===== src/hadc_cfg.svh =====
// constants of the headset accessory detect controller
`ifndef HADC_CFG_SVH
`define HADC_CFG_SVH

// clock and millisecond tick
`define HADC_CLK_PERIOD_NS 100
`define HADC_MS_NS 1000000
`define HADC_TICK_CYCLES (`HADC_MS_NS / `HADC_CLK_PERIOD_NS)

// event flag positions
`define HADC_EV_W 11
`define HADC_EV_INSERTED 0
`define HADC_EV_REMOVED 1
`define HADC_EV_COMPLETE 2
`define HADC_EV_PRESS_BASE 3
`define HADC_EV_RELEASE_BASE 7

// insertion debounce in ms, codes 000 to 111
`define HADC_INS_DEB_0 10'd5
`define HADC_INS_DEB_1 10'd10
`define HADC_INS_DEB_2 10'd20
`define HADC_INS_DEB_3 10'd50
`define HADC_INS_DEB_4 10'd100
`define HADC_INS_DEB_5 10'd200
`define HADC_INS_DEB_6 10'd500
`define HADC_INS_DEB_7 10'd1000
`define HADC_INS_DEB_RST 3'h2

// removal debounce in ms, codes 00 to 11
`define HADC_REM_DEB_0 10'd1
`define HADC_REM_DEB_1 10'd5
`define HADC_REM_DEB_2 10'd10
`define HADC_REM_DEB_3 10'd20
`define HADC_REM_DEB_RST 2'h0

// detection latency at rate code 00, in ms
`define HADC_LAT3_BASE 10'd32
`define HADC_LAT4_BASE 10'd64

// button poll interval limits in ms
`define HADC_POLL_MIN 9'd2
`define HADC_POLL_MAX 9'd500

// reset values of status fields
`define HADC_TYPE_RST 1'b0
`define HADC_ORDER_RST 1'b0

`endif


===== src/hadc_pkg.sv =====
// types of the headset accessory detect controller
package hadc_pkg;

  typedef enum logic [2:0] {
    HADC_NO_JACK = 3'b000,
    HADC_INS_DEB = 3'b001,
    HADC_DETECT = 3'b010,
    HADC_JACK_IN = 3'b011,
    HADC_BTN_CHECK = 3'b100,
    HADC_REM_DEB = 3'b101
  } hadc_state_type;

  typedef enum logic [2:0] {
    HADC_BTN_A = 3'b000,
    HADC_BTN_B = 3'b001,
    HADC_BTN_C = 3'b010,
    HADC_BTN_D = 3'b011,
    HADC_BTN_MIC = 3'b100
  } hadc_btn_type;

  typedef struct packed {
    hadc_state_type state;
    logic sync1;
    logic sync2;
    logic [10:0] events;
    logic present;
    logic jack_type;
    logic pin_order;
    logic order_phase;
    logic gnd_switch;
    logic auto_bias;
    logic bias_drive;
    logic bias_isolate;
    logic bias_up;
    logic [1:0] held_btn;
    logic [7:0] btn_result;
    logic adc_req;
    logic irq;
  } hadc_state_reg_type;

endpackage


===== src/hadc_ctrl.sv =====
// headset accessory detect controller: jack, type, pin order, buttons, bias, events
// Operation
// - pin order detection only for four-pole jacks
// - host may force pin order instead
// - report pin order, valid after completion
// - button polling enable and interval 2-500 ms
// - classify button voltage by four thresholds
// - press/release events per button, adc result
// - events maskable, write one clears
// - interrupt raised on any unmasked event
// - interrupt drops once unmasked events cleared
// - four-pole completion turns bias on
// - removal disables and isolates bias rail
// - host bias enable gates the rail
// - status bit shows bias rail up
// - insertion sets inserted event
// - removal sets removed event
// - jack present status follows jack
// - detection latency from rate field
// - latency differs for three and four pole
// - detect pin polarity selectable
// - latency 32/64 ms doubling per code
// - insertion debounce three-bit table
// - removal debounce two-bit table
// - mask gates only interrupt, flags update
`timescale 1ns/100ps
`include "hadc_cfg.svh"

module hadc_ctrl #(
  parameter int TICK_CYCLES = `HADC_TICK_CYCLES
) (
  input wire logic core_clk,
  input wire logic rstn,
  input wire logic jack_det_pin,
  input wire logic jack_det_active_high,
  input wire logic accdet_enable,
  input wire logic [2:0] ins_deb_sel,
  input wire logic [1:0] rem_deb_sel,
  input wire logic [1:0] detect_rate_sel,
  input wire logic type_det_auto,
  input wire logic type_force,
  input wire logic type_meas_four,
  input wire logic order_det_auto,
  input wire logic order_force,
  input wire logic order_meas_mic_first,
  input wire logic btn_poll_en,
  input wire logic [8:0] btn_poll_ms,
  input wire logic [7:0] thr_a_d,
  input wire logic [7:0] thr_d_b,
  input wire logic [7:0] thr_b_c,
  input wire logic [7:0] thr_c_mic,
  input wire logic adc_valid,
  input wire logic [7:0] adc_data,
  input wire logic bias_rail_enable,
  input wire logic [10:0] evt_clear,
  input wire logic [10:0] evt_mask,
  output hadc_pkg::hadc_state_type accdet_state,
  output logic [10:0] events,
  output logic jack_present,
  output logic jack_type,
  output logic pin_order,
  output logic gnd_switch,
  output logic bias_drive,
  output logic bias_isolate,
  output logic bias_up,
  output logic [7:0] btn_result,
  output logic adc_req,
  output logic host_irq_out
);
  import hadc_pkg::*;

  ////////////////////////////////////////////////////////////////////////////
  // helper functions

  function automatic logic [9:0] ins_deb_ms(input logic [2:0] sel);
    case (sel)
      3'h0: ins_deb_ms = `HADC_INS_DEB_0;
      3'h1: ins_deb_ms = `HADC_INS_DEB_1;
      3'h2: ins_deb_ms = `HADC_INS_DEB_2;
      3'h3: ins_deb_ms = `HADC_INS_DEB_3;
      3'h4: ins_deb_ms = `HADC_INS_DEB_4;
      3'h5: ins_deb_ms = `HADC_INS_DEB_5;
      3'h6: ins_deb_ms = `HADC_INS_DEB_6;
      default: ins_deb_ms = `HADC_INS_DEB_7;
    endcase
  endfunction

  function automatic logic [9:0] rem_deb_ms(input logic [1:0] sel);
    case (sel)
      2'h0: rem_deb_ms = `HADC_REM_DEB_0;
      2'h1: rem_deb_ms = `HADC_REM_DEB_1;
      2'h2: rem_deb_ms = `HADC_REM_DEB_2;
      default: rem_deb_ms = `HADC_REM_DEB_3;
    endcase
  endfunction

  // three-pole latency, also the extra time a four-pole jack needs
  function automatic logic [9:0] lat3_ms(input logic [1:0] rate);
    lat3_ms = `HADC_LAT3_BASE << rate;
  endfunction

  function automatic logic [9:0] poll_ms(input logic [8:0] req);
    if (req < `HADC_POLL_MIN) begin
      poll_ms = {1'b0, `HADC_POLL_MIN};
    end else if (req > `HADC_POLL_MAX) begin
      poll_ms = {1'b0, `HADC_POLL_MAX};
    end else begin
      poll_ms = {1'b0, req};
    end
  endfunction

  // voltages rise a < d < b < c < mic
  function automatic hadc_btn_type classify(input logic [7:0] v, input logic [7:0] t_ad,
                                            input logic [7:0] t_db, input logic [7:0] t_bc,
                                            input logic [7:0] t_cm);
    if (v < t_ad) begin
      classify = HADC_BTN_A;
    end else if (v < t_db) begin
      classify = HADC_BTN_D;
    end else if (v < t_bc) begin
      classify = HADC_BTN_B;
    end else if (v < t_cm) begin
      classify = HADC_BTN_C;
    end else begin
      classify = HADC_BTN_MIC;
    end
  endfunction

  ////////////////////////////////////////////////////////////////////////////
  // state and timer

  hadc_state_reg_type q, d;
  logic t_load;
  logic [9:0] t_ms;
  logic t_done;
  logic jack_s;
  logic [10:0] ev_set;
  hadc_btn_type btn;
  logic [10:0] ev_keep;

  hadc_msdly #(
    .TICK_CYCLES(TICK_CYCLES),
    .MS_W(10)
  ) u_timer (
    .core_clk(core_clk),
    .rstn(rstn),
    .load(t_load),
    .load_ms(t_ms),
    .done(t_done)
  );

  assign jack_s = ~(q.sync2 ^ jack_det_active_high);
  assign btn = classify(adc_data, thr_a_d, thr_d_b, thr_b_c, thr_c_mic);
  assign ev_keep = q.events & ~evt_clear;

  ////////////////////////////////////////////////////////////////////////////
  // next state

  always_comb begin
    d = q;
    ev_set = '0;
    t_load = 1'b0;
    t_ms = '0;
    d.sync1 = jack_det_pin;
    d.sync2 = q.sync1;
    d.adc_req = 1'b0;
    case (q.state)
      HADC_NO_JACK: begin
        if (accdet_enable && jack_s) begin
          d.state = HADC_INS_DEB;
          t_load = 1'b1;
          t_ms = ins_deb_ms(ins_deb_sel);
        end
      end
      HADC_INS_DEB: begin
        if (!jack_s || !accdet_enable) begin
          d.state = HADC_NO_JACK;
        end else if (t_done) begin
          ev_set[`HADC_EV_INSERTED] = 1'b1;
          d.present = 1'b1;
          d.state = HADC_DETECT;
          d.order_phase = 1'b0;
          t_load = 1'b1;
          t_ms = lat3_ms(detect_rate_sel);
        end
      end
      HADC_DETECT: begin
        if (!jack_s) begin
          d.state = HADC_REM_DEB;
          d.gnd_switch = 1'b0;
          t_load = 1'b1;
          t_ms = rem_deb_ms(rem_deb_sel);
        end else if (t_done && !q.order_phase) begin
          d.jack_type = type_det_auto ? type_meas_four : type_force;
          if (d.jack_type) begin
            // four-pole waits the same again: 64 ms at code 00
            d.order_phase = 1'b1;
            d.gnd_switch = order_det_auto;
            t_load = 1'b1;
            t_ms = lat3_ms(detect_rate_sel);
          end else begin
            ev_set[`HADC_EV_COMPLETE] = 1'b1;
            d.state = HADC_JACK_IN;
            t_load = 1'b1;
            t_ms = poll_ms(btn_poll_ms);
          end
        end else if (t_done) begin
          d.pin_order = order_det_auto ? order_meas_mic_first : order_force;
          d.gnd_switch = 1'b0;
          d.auto_bias = 1'b1;
          ev_set[`HADC_EV_COMPLETE] = 1'b1;
          d.state = HADC_JACK_IN;
          t_load = 1'b1;
          t_ms = poll_ms(btn_poll_ms);
        end
      end
      HADC_JACK_IN, HADC_BTN_CHECK: begin
        if (!jack_s) begin
          d.state = HADC_REM_DEB;
          t_load = 1'b1;
          t_ms = rem_deb_ms(rem_deb_sel);
        end else begin
          if (t_done) begin
            t_load = 1'b1;
            t_ms = poll_ms(btn_poll_ms);
            d.adc_req = btn_poll_en && q.jack_type;
          end
          if (adc_valid && btn_poll_en && q.jack_type) begin
            d.btn_result = adc_data;
            if (q.state == HADC_JACK_IN && btn != HADC_BTN_MIC) begin
              ev_set[`HADC_EV_PRESS_BASE + int'(btn[1:0])] = 1'b1;
              d.held_btn = btn[1:0];
              d.state = HADC_BTN_CHECK;
            end else if (q.state == HADC_BTN_CHECK && btn == HADC_BTN_MIC) begin
              ev_set[`HADC_EV_RELEASE_BASE + int'(q.held_btn)] = 1'b1;
              d.state = HADC_JACK_IN;
            end
          end
        end
      end
      HADC_REM_DEB: begin
        if (jack_s) begin
          // bounce back: run detection again from the start
          d.state = HADC_DETECT;
          d.order_phase = 1'b0;
          t_load = 1'b1;
          t_ms = lat3_ms(detect_rate_sel);
        end else if (t_done) begin
          ev_set[`HADC_EV_REMOVED] = 1'b1;
          d.present = 1'b0;
          d.jack_type = `HADC_TYPE_RST;
          d.pin_order = `HADC_ORDER_RST;
          d.auto_bias = 1'b0;
          d.held_btn = '0;
          d.state = HADC_NO_JACK;
        end
      end
      default: begin
        d.state = HADC_NO_JACK;
      end
    endcase
    d.events = ev_keep | ev_set;
    d.irq = |(d.events & ~evt_mask);
    d.bias_drive = d.auto_bias & bias_rail_enable;
    d.bias_isolate = ~d.bias_drive;
    d.bias_up = q.bias_drive;
  end

  always_ff @(posedge core_clk or negedge rstn) begin
    if (!rstn) begin
      q <= '0;
      q.state <= HADC_NO_JACK;
      q.bias_isolate <= 1'b1;
    end else begin
      q <= d;
    end
  end

  assign accdet_state = q.state;
  assign events = q.events;
  assign jack_present = q.present;
  assign jack_type = q.jack_type;
  assign pin_order = q.pin_order;
  assign gnd_switch = q.gnd_switch;
  assign bias_drive = q.bias_drive;
  assign bias_isolate = q.bias_isolate;
  assign bias_up = q.bias_up;
  assign btn_result = q.btn_result;
  assign adc_req = q.adc_req;
  assign host_irq_out = q.irq;
endmodule


===== src/hadc_msdly.sv =====
// millisecond delay timer with prescaler
`timescale 1ns/100ps
`include "hadc_cfg.svh"

module hadc_msdly #(
  parameter int TICK_CYCLES = `HADC_TICK_CYCLES,
  parameter int MS_W = 10
) (
  input wire logic core_clk,
  input wire logic rstn,
  input wire logic load,
  input wire logic [MS_W-1:0] load_ms,
  output logic done
);

  localparam int PRE_W = (TICK_CYCLES > 1) ? $clog2(TICK_CYCLES) : 1;
  localparam logic [PRE_W-1:0] PRE_LAST = PRE_W'(TICK_CYCLES - 1);

  typedef struct packed {
    logic [PRE_W-1:0] pre;
    logic [MS_W-1:0] ms;
    logic run;
    logic done;
  } hadc_msdly_reg_type;

  hadc_msdly_reg_type q, d;

  if (TICK_CYCLES < 1) begin : g_chk
    $error("hadc_msdly: TICK_CYCLES must be at least 1");
  end

  always_comb begin
    d = q;
    d.done = 1'b0;
    if (load) begin
      d.pre = '0;
      d.ms = load_ms;
      d.run = (load_ms != '0);
    end else if (q.run) begin
      if (q.pre == PRE_LAST) begin
        d.pre = '0;
        if (q.ms == MS_W'(1)) begin
          d.run = 1'b0;
          d.done = 1'b1;
        end else begin
          d.ms = q.ms - MS_W'(1);
        end
      end else begin
        d.pre = q.pre + PRE_W'(1);
      end
    end
  end

  always_ff @(posedge core_clk or negedge rstn) begin
    if (!rstn) begin
      q <= '0;
    end else begin
      q <= d;
    end
  end

  assign done = q.done;

endmodule


===== config.mk =====
export PLATFORM = sky130hd
export DESIGN_NAME = hadc_ctrl
export DESIGN_NICKNAME = d
export VERILOG_FILES = /design/src/hadc_pkg.sv /design/src/hadc_ctrl.sv /design/src/hadc_msdly.sv
export VERILOG_INCLUDE_DIRS = /design/src /design/src/src
export SDC_FILE = /design/constraint.sdc
export NUM_CORES = 1
export LEC_CHECK = 0
export ABC_CLOCK_PERIOD_IN_PS = 2650
export BUFFER_PORTS_ARGS = -buffer_cell sky130_fd_sc_hd__buf_2
export CORE_ASPECT_RATIO = 1.25
export CORE_MARGIN = 2
export CORE_UTILIZATION = 54
export DETAILED_ROUTE_END_ITERATION = 8
export PLACE_DENSITY = 0.93
export RECOVER_POWER = 50
export SLEW_MARGIN = 15
export SYNTH_ARGS = -nofsm -noshare
export SYNTH_HDL_FRONTEND = slang
export SYNTH_HIERARCHICAL = 1
export SYNTH_SLANG_ARGS = --single-unit

===== constraint.sdc =====
create_clock -name core_clk -period 2.65 [get_ports core_clk]
set_input_delay 0.1325 -clock core_clk [delete_from_list [all_inputs] [get_ports core_clk]]
set_output_delay 0.1325 -clock core_clk [all_outputs]
set_load 0.01 [all_outputs]

Yosys cells after proc, flatten, opt, wreduce, memory -nomap -nowiden
Cells that the tools add are included.
{ "word_totals": {"reg_bits": 63, "inputBits": 92, "elab_cells": 214} }
{ "classes": {"n_addsub": 4, "magnitude_cmp": 10, "n_eq_ne": 39, "shift": 1, "muxes": 96, "bitwise_logic": 9, "n_reduce_logical": 34} }
{ "ops": {"columns": ["operator", "count"], "rows": [
  ["$mux W10", 11],
  ["$pmux W10 S7", 1],
  ["$mux W3", 19],
  ["$mux W11", 5],
  ["$pmux W10 S5", 1],
  ["$mux W1", 33],
  ["$lt A8 B8 Y1", 4],
  ["$mux W26", 1],
  ["$mux W25", 1],
  ["$ne A2 B2 Y1 const B", 12],
  ["$and A11 B11 Y11", 2],
  ["$not A11 Y11", 2],
  ["$eq A3 B3 Y1 const B", 6],
  ["$mux W9", 2],
  ["$pmux W3 S5", 1],
  ["$pmux W5 S3", 1],
  ["$add A14 B1 Y14 const B", 1],
  ["$eq A14 B14 Y1 const B", 1],
  ["$mux W14", 1],
  ["$reduce_and A7 Y1", 2],
  ["$eq A3 B2 Y1 const B", 4],
  ["$mux W12", 1],
  ["$mux W2", 6],
  ["$reduce_and A6 Y1", 2],
  ["other kinds (41)", 73]
]} }

Longest topological paths before layout
Gate-level depths: netlist of run 1.
{ "depth": {"word_depth": 17, "ltp_mapped": 14, "depth_no_buf": 14} }

Hierarchy
The synthesis of run 1 kept the hierarchy.
{ "by_module_without_submodules": {"columns": ["mod", "instances", "cells_each", "area_each_um2"], "rows": [
  ["hadc_ctrl", 1, 398, 3254.4],
  ["hadc_msdly", 1, 159, 1514.0]
]} }

Worst setup path after synthesis of run 1
OpenSTA, ideal clock, no wires.
{ "synth_path": {"path_kind": "in2reg", "start": "input port thr_b_c[2]", "end": "register q (netlist bit host_irq_out)", "setup_time_ps": 126, "arrival_time_ps": 2569, "required_ps": 2524, "path_slack_ps": -45, "path_stages": 14, "path_buffers": 0, "cell_sequence": "inv_1 > ha_1 > o21ai_0 > or2b_2 > a31oi_1 > nor2_1 > o22ai_1 > inv_1 > ha_1 > nand2_1 > a21oi_1 > a221o_1 > a31o_1 > a221o_1"} }
{ "synth_rtl": {"columns": ["item", "line", "text"], "rows": [
  ["from (decl)", "hadc_ctrl.sv:50", "input wire logic [7:0] thr_b_c,"],
  ["to (decl)", "hadc_ctrl.sv:132", "hadc_state_reg_type q, d;"]
]} }

==> run_results.csv, run 1 <==
group,metric,value,unit
synth,synth-async-reset-ratio,1.00,
timing,layout_min_cycle_time,2.70,ns
routing,vias_per_cell,6.17,
global_route,grt_pass1_wl,22.6,mm
routing,routedWlPerCell,16.7,um
floorplanning,row_count,38,
worst_hold_path,hold_path.class,"input pin to flop",
critical_path,critPathTopFamily,"simple AND/OR/NAND/NOR gates",
critical_path,crit_top_cell,"nand2_1",
routing,ant_nets,0,
placed_design,dp_cells,805,
global_route,grt_antenna_before_repair,0,
status,run_status,"finished, violations left",
final_layout,stdcell_count,829,
routing,drtIter0Drc,502,
final_layout,nets,832,
placed_design,placement.io_buffers,122,
critical_path,startpoint_type,"flop",
synth,syn_nets,685,
cts,cts_tree,"built",
synth,ys.flop_type,"dfrtp_1",
power,power_density,696,nW/um^2
synth,synthAdderAreaFrac,0.0945,
cts,clockRootBuffer,"clkbuf_8",
synth,synth_top_family_by_area,"simple AND/OR/NAND/NOR gates",
global_route,grt_max_degree,35,
timing,clock_skew,0.0123,ns
floorplanning,fp.dieW,88.1,um
cts,htree_levels,3,
routing,drc,0,
synth,yosys.cell_types.count,73,
synth,synthSimpleGateAreaFrac,0.230,
timing,final_max_slew_viol_count,35,
global_route,gr-usage-all-layers,0.293,
timing,finalHoldViolations,0,
placed_design,hpwl,10.1,mm
cts,clkLatencyLatePin,0.37,ns
timing,setup_ws,-0.0512,ns
timing,setup_violations,1,
critical_path,crit_required,2.88,ns
synth,ys_top_cells_by_count,"dfrtp_1, inv_1, nand2_1, ha_1, a21oi_1",
critical_path,critPathBufInv,2,
global_route,grt-ovfl-total,0,
timing,finalCritPeriodShare,1.02,
cts,cts.reportedPaths.clkPinSlew,0.08,ns
final_layout,antenna_cells,0,
timing,fmax,370,MHz
floorplanning,start_util,0.551,
synth,synth-xor-area-share,0.0126,
timing,max_slew.worst_pin.slew,1.85,ns
synth,synth_mux_area_frac,0.0299,
final_layout,fill_cells,624,
synth,ys_seq_area_frac,0.331,
cts,cts_buffer_depth,2,
synth,yosys.cell_count.top_type,"dfrtp_1",
synth,synth.largest_area_cell,"dfrtp_1",
floorplanning,ios,123,
synth,synth_seq_cells,63,
run,max_cap_violations,1,
placed_design,gp_congestion,0.973,
routing,vias,5117,
synth,synth_compound_area_frac,0.214,
critical_path,path_class,"flop to flop",
floorplanning,die_h,109,um
synth,avgSynthCellArea,8.56,sq um
status,failed_checks,"max-capacitance violations, max-slew violations, negative setup slack",
floorplanning,placeableCoreArea,8650,sq um
critical_path,worstPathArrival,2.93,ns
critical_path,reg2reg_slack,-0.05,ns
power,irDropWorstVdd,380,uV
placed_design,dpl_worst_slack,-0.233,ns
routing,drtPass1Iterations,5,
synth,yosysWarningCount,6,
cts,clock-sinks,63,
synth,ys_top_cells_by_area,"dfrtp_1, ha_1, inv_1",
timing,grt_setup_unrepaired,"yes",
critical_path,endpoint_kind,"flop",
cts,cts-buffers-inserted,9,
synth,synth_edf_count,0,
critical_path,worstPathCellList,"xnor2_2 > buf_6 > buf_4 > nand2_1 > o21ai_2 > nor2b_2 > nor2_1 > a22oi_1 > nand2_1 > or4_4 > o41ai_4 > o21ai_1",
timing,slew_headroom,-0.234,
global_route,grt_pass1_vias,5268,
critical_path,cp_max_fo,8,
power,p_leak,2.87,nW
critical_path,cpPeakStageDelay,0.51,ns
synth,yosysTopAreaCellShare,0.325,
critical_path,cp_slowest_cell,"or4_4",
synth,syn-cell-area,4770,sq um
floorplanning,dieArea,9600,sq um
final_layout,areaGrowthSynthToFinish,24.2,%
final_layout,drive_above_1_share,0.274,
routing,wl,13.8,mm
synth,syn-instance-count,557,
-- final cells by class --
class	count	area, sq um	share of cell area
multi-input cells	407	2840	0.480
flip-flops and latches	63	1580	0.267
repair buffers	173	970	0.164
inverters	50	188	0.0317
clock buffers	11	151	0.0256
well taps	120	150	0.0254
clock inverters	5	41.3	0.00697
-- per-layer routing --
| layer | share of wire | GRT usage | vias to the layer above |
|---|---|---|---|
| met2 | 0.50 | 0.511 | 303 |
| met4 | 0.057 | 0.188 | 0 |
| met1 | 0.37 | 0.320 | 2409 |
| met5 | 0 | 0 | - |
| li1 | - | - | 2322 |
| met3 | 0.069 | 0.0598 | 83 |
-- tightest hold or removal path: cells and delay by family --
| kind | cells | cell delay (ns) |
|---|---|---|
| buffers and inverters | 1 | 0.11 |
| AOI/OAI and AO/OA | 2 | 0.13 |
-- per-stage QoR --
stage               utilization  setup TNS, ns  power (W)  hold WS (ns)  cell area (sq um)
floorplan                     -              0    0.00256        -0.163               4780
global placement          0.651        -0.0777    0.00307         0.234               5630
detailed placement        0.651         -0.441    0.00315         0.243               5630
CTS                       0.681              0    0.00401        0.0563               5900
global route              0.684         -0.202    0.00436        0.0702               5920
finish                    0.684        -0.0512    0.00412        0.0466               5920
-- where the power goes --
| group | switching, W | internal [W] |
|---|---|---|
| clock network | 0.000429 | 0.000396 |
| logic | 0.00116 | 0.000811 |
| registers | 0.000195 | 0.00112 |
-- cells in the final DEF, fill, tap and decap left out, drive strengths merged, types with 13 or more instances in the layout --
cell type,instances
inv,51
dfrtp,62
clkbuf,43
o21ai,35
a21oi,36
nor3,15
nand2,50
nand2b,13
nand3,21
ha,36
nor2,33
buf,135
-- state kept, by name, indices dropped and copies added, names as in the netlist --
signal,count
accdet_state,3
adc_req,1
bias_drive,1
bias_isolate,1
bias_up,1
btn_result,8
d,1
events,11
gnd_switch,1
host_irq_out,1
jack_present,1
jack_type,1
pin_order,1
q,5
u_timer/done,1
u_timer/q,25
-- path summary, 6_finish.rpt --
check                                     start                   endpoint  cells past startpoint
min in group asynchronous                  rstn          bias_up$_DFF_PN0_                      2
min                              order_det_auto     gnd_switch$_DFFE_PN0P_                      3
max                             q[32]$_DFF_PN0_     u_timer/q[1]$_DFF_PN0_                     12
min reg2reg                bias_drive$_DFF_PN0_          bias_up$_DFF_PN0_                      0
max reg2reg                     q[32]$_DFF_PN0_     u_timer/q[1]$_DFF_PN0_                     12
max in group asynchronous                  rstn  u_timer/q[14]$_DFFE_PN0P_                      3
-- what timing repair did --
item,4_1_cts,5_1_grt
setup endpoints to repair,1,8
buffers inserted,0,2
hold buffers,6,0
gates resized for setup,2,14
pin swaps,0,3
hold endpoints to repair,37,0
-- cells by family after synthesis --
| kind of cell | Yosys count |
|---|---|
| AO/OA/AOI/OAI | 153 |
| XOR/XNOR | 6 |
| adder cells (fa/ha/maj) | 36 |
| buffers and inverters | 87 |
| flip-flops | 63 |
| multiplexers | 13 |
| AND/OR/NAND/NOR | 199 |
(Power assumes the default switching activity.)
==> run 2, diff against run 1 <==
--- a/config.mk
+++ b/config.mk
@@ -12,7 +12,7 @@
 export CORE_MARGIN = 2
 export CORE_UTILIZATION = 54
 export DETAILED_ROUTE_END_ITERATION = 8
-export PLACE_DENSITY = 0.93
+export PLACE_DENSITY = 0.79
 export RECOVER_POWER = 50
 export SLEW_MARGIN = 15
 export SYNTH_ARGS = -nofsm -noshare
==> run 2 against run 1 <==
  * The flow finishes with violations (max-capacitance violations, max-slew violations)
  * Highest routed layer unchanged
  * Register-to-register slack better by 0.19 ns
  * Worst setup slack better by 0.17 ns
  * Die area stayed put
  * Via count is 4.7% lower
  * Critical path depth stayed put
  * Combinational power is 3% lower
  * Sequential power hardly changed
  * Global-route usage is 1.4 points lower
  * Final area is 0.42% higher
  * Power is 1.4% higher
  * Clock skew is 0.0029 ns lower
  * Largest cell class unchanged
  * Critical path type is now input pin to flop
  * Clock-buffer cell count is 1 higher
==> run_results.csv, run 2 (synthesized netlist as in run 1, its figures left out) <==
group,metric,value,unit
critical_path,endpoint_kind,"flop",
critical_path,critPathTopFamily,"compound AO/OA/AOI/OAI gates",
global_route,grt_pass1_vias,4787,
global_route,gr-usage-all-layers,0.280,
timing,fmax,395,MHz
timing,layout_min_cycle_time,2.53,ns
timing,tns,0,ns
placed_design,placement.io_buffers,122,
cts,cts-buffers-inserted,9,
floorplanning,dieArea,9600,sq um
floorplanning,row_count,38,
power,switching_share,0.400,
timing,slew_headroom,-0.233,
global_route,grt_antenna_before_repair,0,
status,run_status,"finished, violations left",
routing,drtPass1Iterations,6,
timing,finalCritPeriodShare,0.956,
global_route,grt_max_degree,34,
power,seqPwrFrac,0.315,
floorplanning,ios,123,
global_route,grt_pass1_wl,21.3,mm
final_layout,final_common_cell,"buf_2",
cts,clock-sinks,63,
critical_path,startpoint_type,"input pin",
final_layout,areaGrowthSynthToFinish,24.7,%
final_layout,nets,837,
final_layout,drive_above_1_share,0.269,
routing,vias_per_cell,5.84,
critical_path,crit_required,2.89,ns
timing,setup_violations,0,
power,irDropWorstVdd,423,uV
cts,post_cts_buffers,0,
timing,clock_skew,0.00938,ns
final_layout,regMostFlops,"u_timer/q",
routing,routedWlPerCell,15.7,um
global_route,met2_usage,0.498,
global_route,met3_usage,0.0401,
routing,drc,0,
timing,max_slew.worst_pin.slew,1.85,ns
timing,final_max_slew_viol_count,34,
critical_path,worstPathCellList,"buf_2 > ha_1 > a2111oi_0 > nor3_1 > o22ai_2 > inv_1 > ha_1 > nand2_1 > a21oi_1 > a221o_1 > a31o_1 > a221o_1",
routing,ant_nets,0,
global_route,grt-ovfl-total,0,
power,p_leak,2.91,nW
critical_path,path_class,"input pin to flop",
critical_path,cp_max_fo,4,
cts,cts_tree,"built",
worst_hold_path,hold_path.class,"input pin to flop",
cts,htree_levels,3,
floorplanning,fp.dieW,88.1,um
run,max_cap_violations,1,
power,clkPwrFrac,0.225,
timing,finalHoldViolations,0,
critical_path,cp_slowest_cell,"a2111oi_0",
global_route,top_usage_layer,"met2",
floorplanning,die_h,109,um
final_layout,largest_reg_flops,25,
placed_design,gp_congestion,0.934,
power,total_power,0.00418,W
critical_path,worstPathArrival,2.78,ns
routing,wl,13.1,mm
routing,drtIter0Drc,280,
floorplanning,start_util,0.551,
critical_path,critPathBufInv,2,
status,failed_checks,"max-capacitance violations, max-slew violations",
global_route,gr-usage-met1,0.319,
power,power_frac_comb,0.460,
placed_design,hpwl,10.2,mm
critical_path,cpPeakStageDelay,0.49,ns
final_layout,final_cell_mix,"buf_2, dfrtp_1, inv_1, nand2_1, buf_4",
floorplanning,placeableCoreArea,8650,sq um
cts,cts_buffer_depth,2,
cts,cts.reportedPaths.clkPinSlew,0.07,ns
power,intPower,0.00251,W
power,power_density,703,nW/um^2
cts,clkLatencyLatePin,0.36,ns
final_layout,antenna_cells,0,
routing,vias,4874,
cts,clockRootBuffer,"clkbuf_8",
power,switchingPower,0.00167,W
run 2: metal layers:
layer  up-vias  share of wire
met1      2333           0.40
li1       2329              -
met4         0          0.036
met2       174           0.52
met5         -              0
met3        38          0.048
run 2: area by class of cell:
class                           instances  area [sq um]
Clock buffer                           12           145
Tap cell                              120           150
Timing Repair Buffer                  178          1000
Clock inverter                          4          70.1
Inverter                               50           188
Sequential cell                        63          1580
Fill cell                             710          2710
Multi-Input combinational cell        407          2810
run 2: path summary, 6_finish.rpt:
kind	depth (start not counted)	start	end	slack [ns]
worst max-delay path	12	adc_data[1]	host_irq_out$_DFF_PN0_	0.12
worst min-delay path	3	order_det_auto	gnd_switch$_DFFE_PN0P_	0.05
worst max register to register	11	q[32]$_DFF_PN0_	u_timer/q[1]$_DFF_PN0_	0.14
worst min register to register	0	bias_drive$_DFF_PN0_	bias_up$_DFF_PN0_	0.38
max in group asynchronous	3	rstn	u_timer/q[11]$_DFFE_PN0P_	0.51
min in group asynchronous	2	rstn	bias_up$_DFF_PN0_	0.82
run 2: power by group through the flow:
stage               sequential [W]  clock (W)  combinational, W
finish                     0.00132   0.000942           0.00192
CTS                        0.00131   0.000951           0.00191
global route               0.00134   0.000989           0.00212
detailed placement         0.00132          0           0.00188
global placement           0.00131          0           0.00184
floorplan                  0.00125          0           0.00130
run 2: timing repair:
action                     4_1_cts  5_1_grt
pin swaps                        0        1
hold endpoints to repair        36        0
resized for setup                1        7
setup endpoints to repair        1       14
hold buffers                     6        0
run 2: through the flow:
step	instances	setup WS, ns	util	instance area (sq um)	hold slack [ns]
after detailed placement	812	-0.219	0.657	5690	0.243
after global routing	834	-0.0451	0.687	5950	0.0820
after CTS	834	0.0474	0.689	5960	0.0465
after floorplan	557	0.0598	-	4780	-0.163
final	834	0.116	0.687	5950	0.0492
after global placement	812	-0.0709	0.657	5690	0.244
run 2: worst min-delay path, delay by kind of cell:
kind	cells	cell delay, ns
buffers and inverters	1	0.11
AO/OA/AOI/OAI	2	0.13
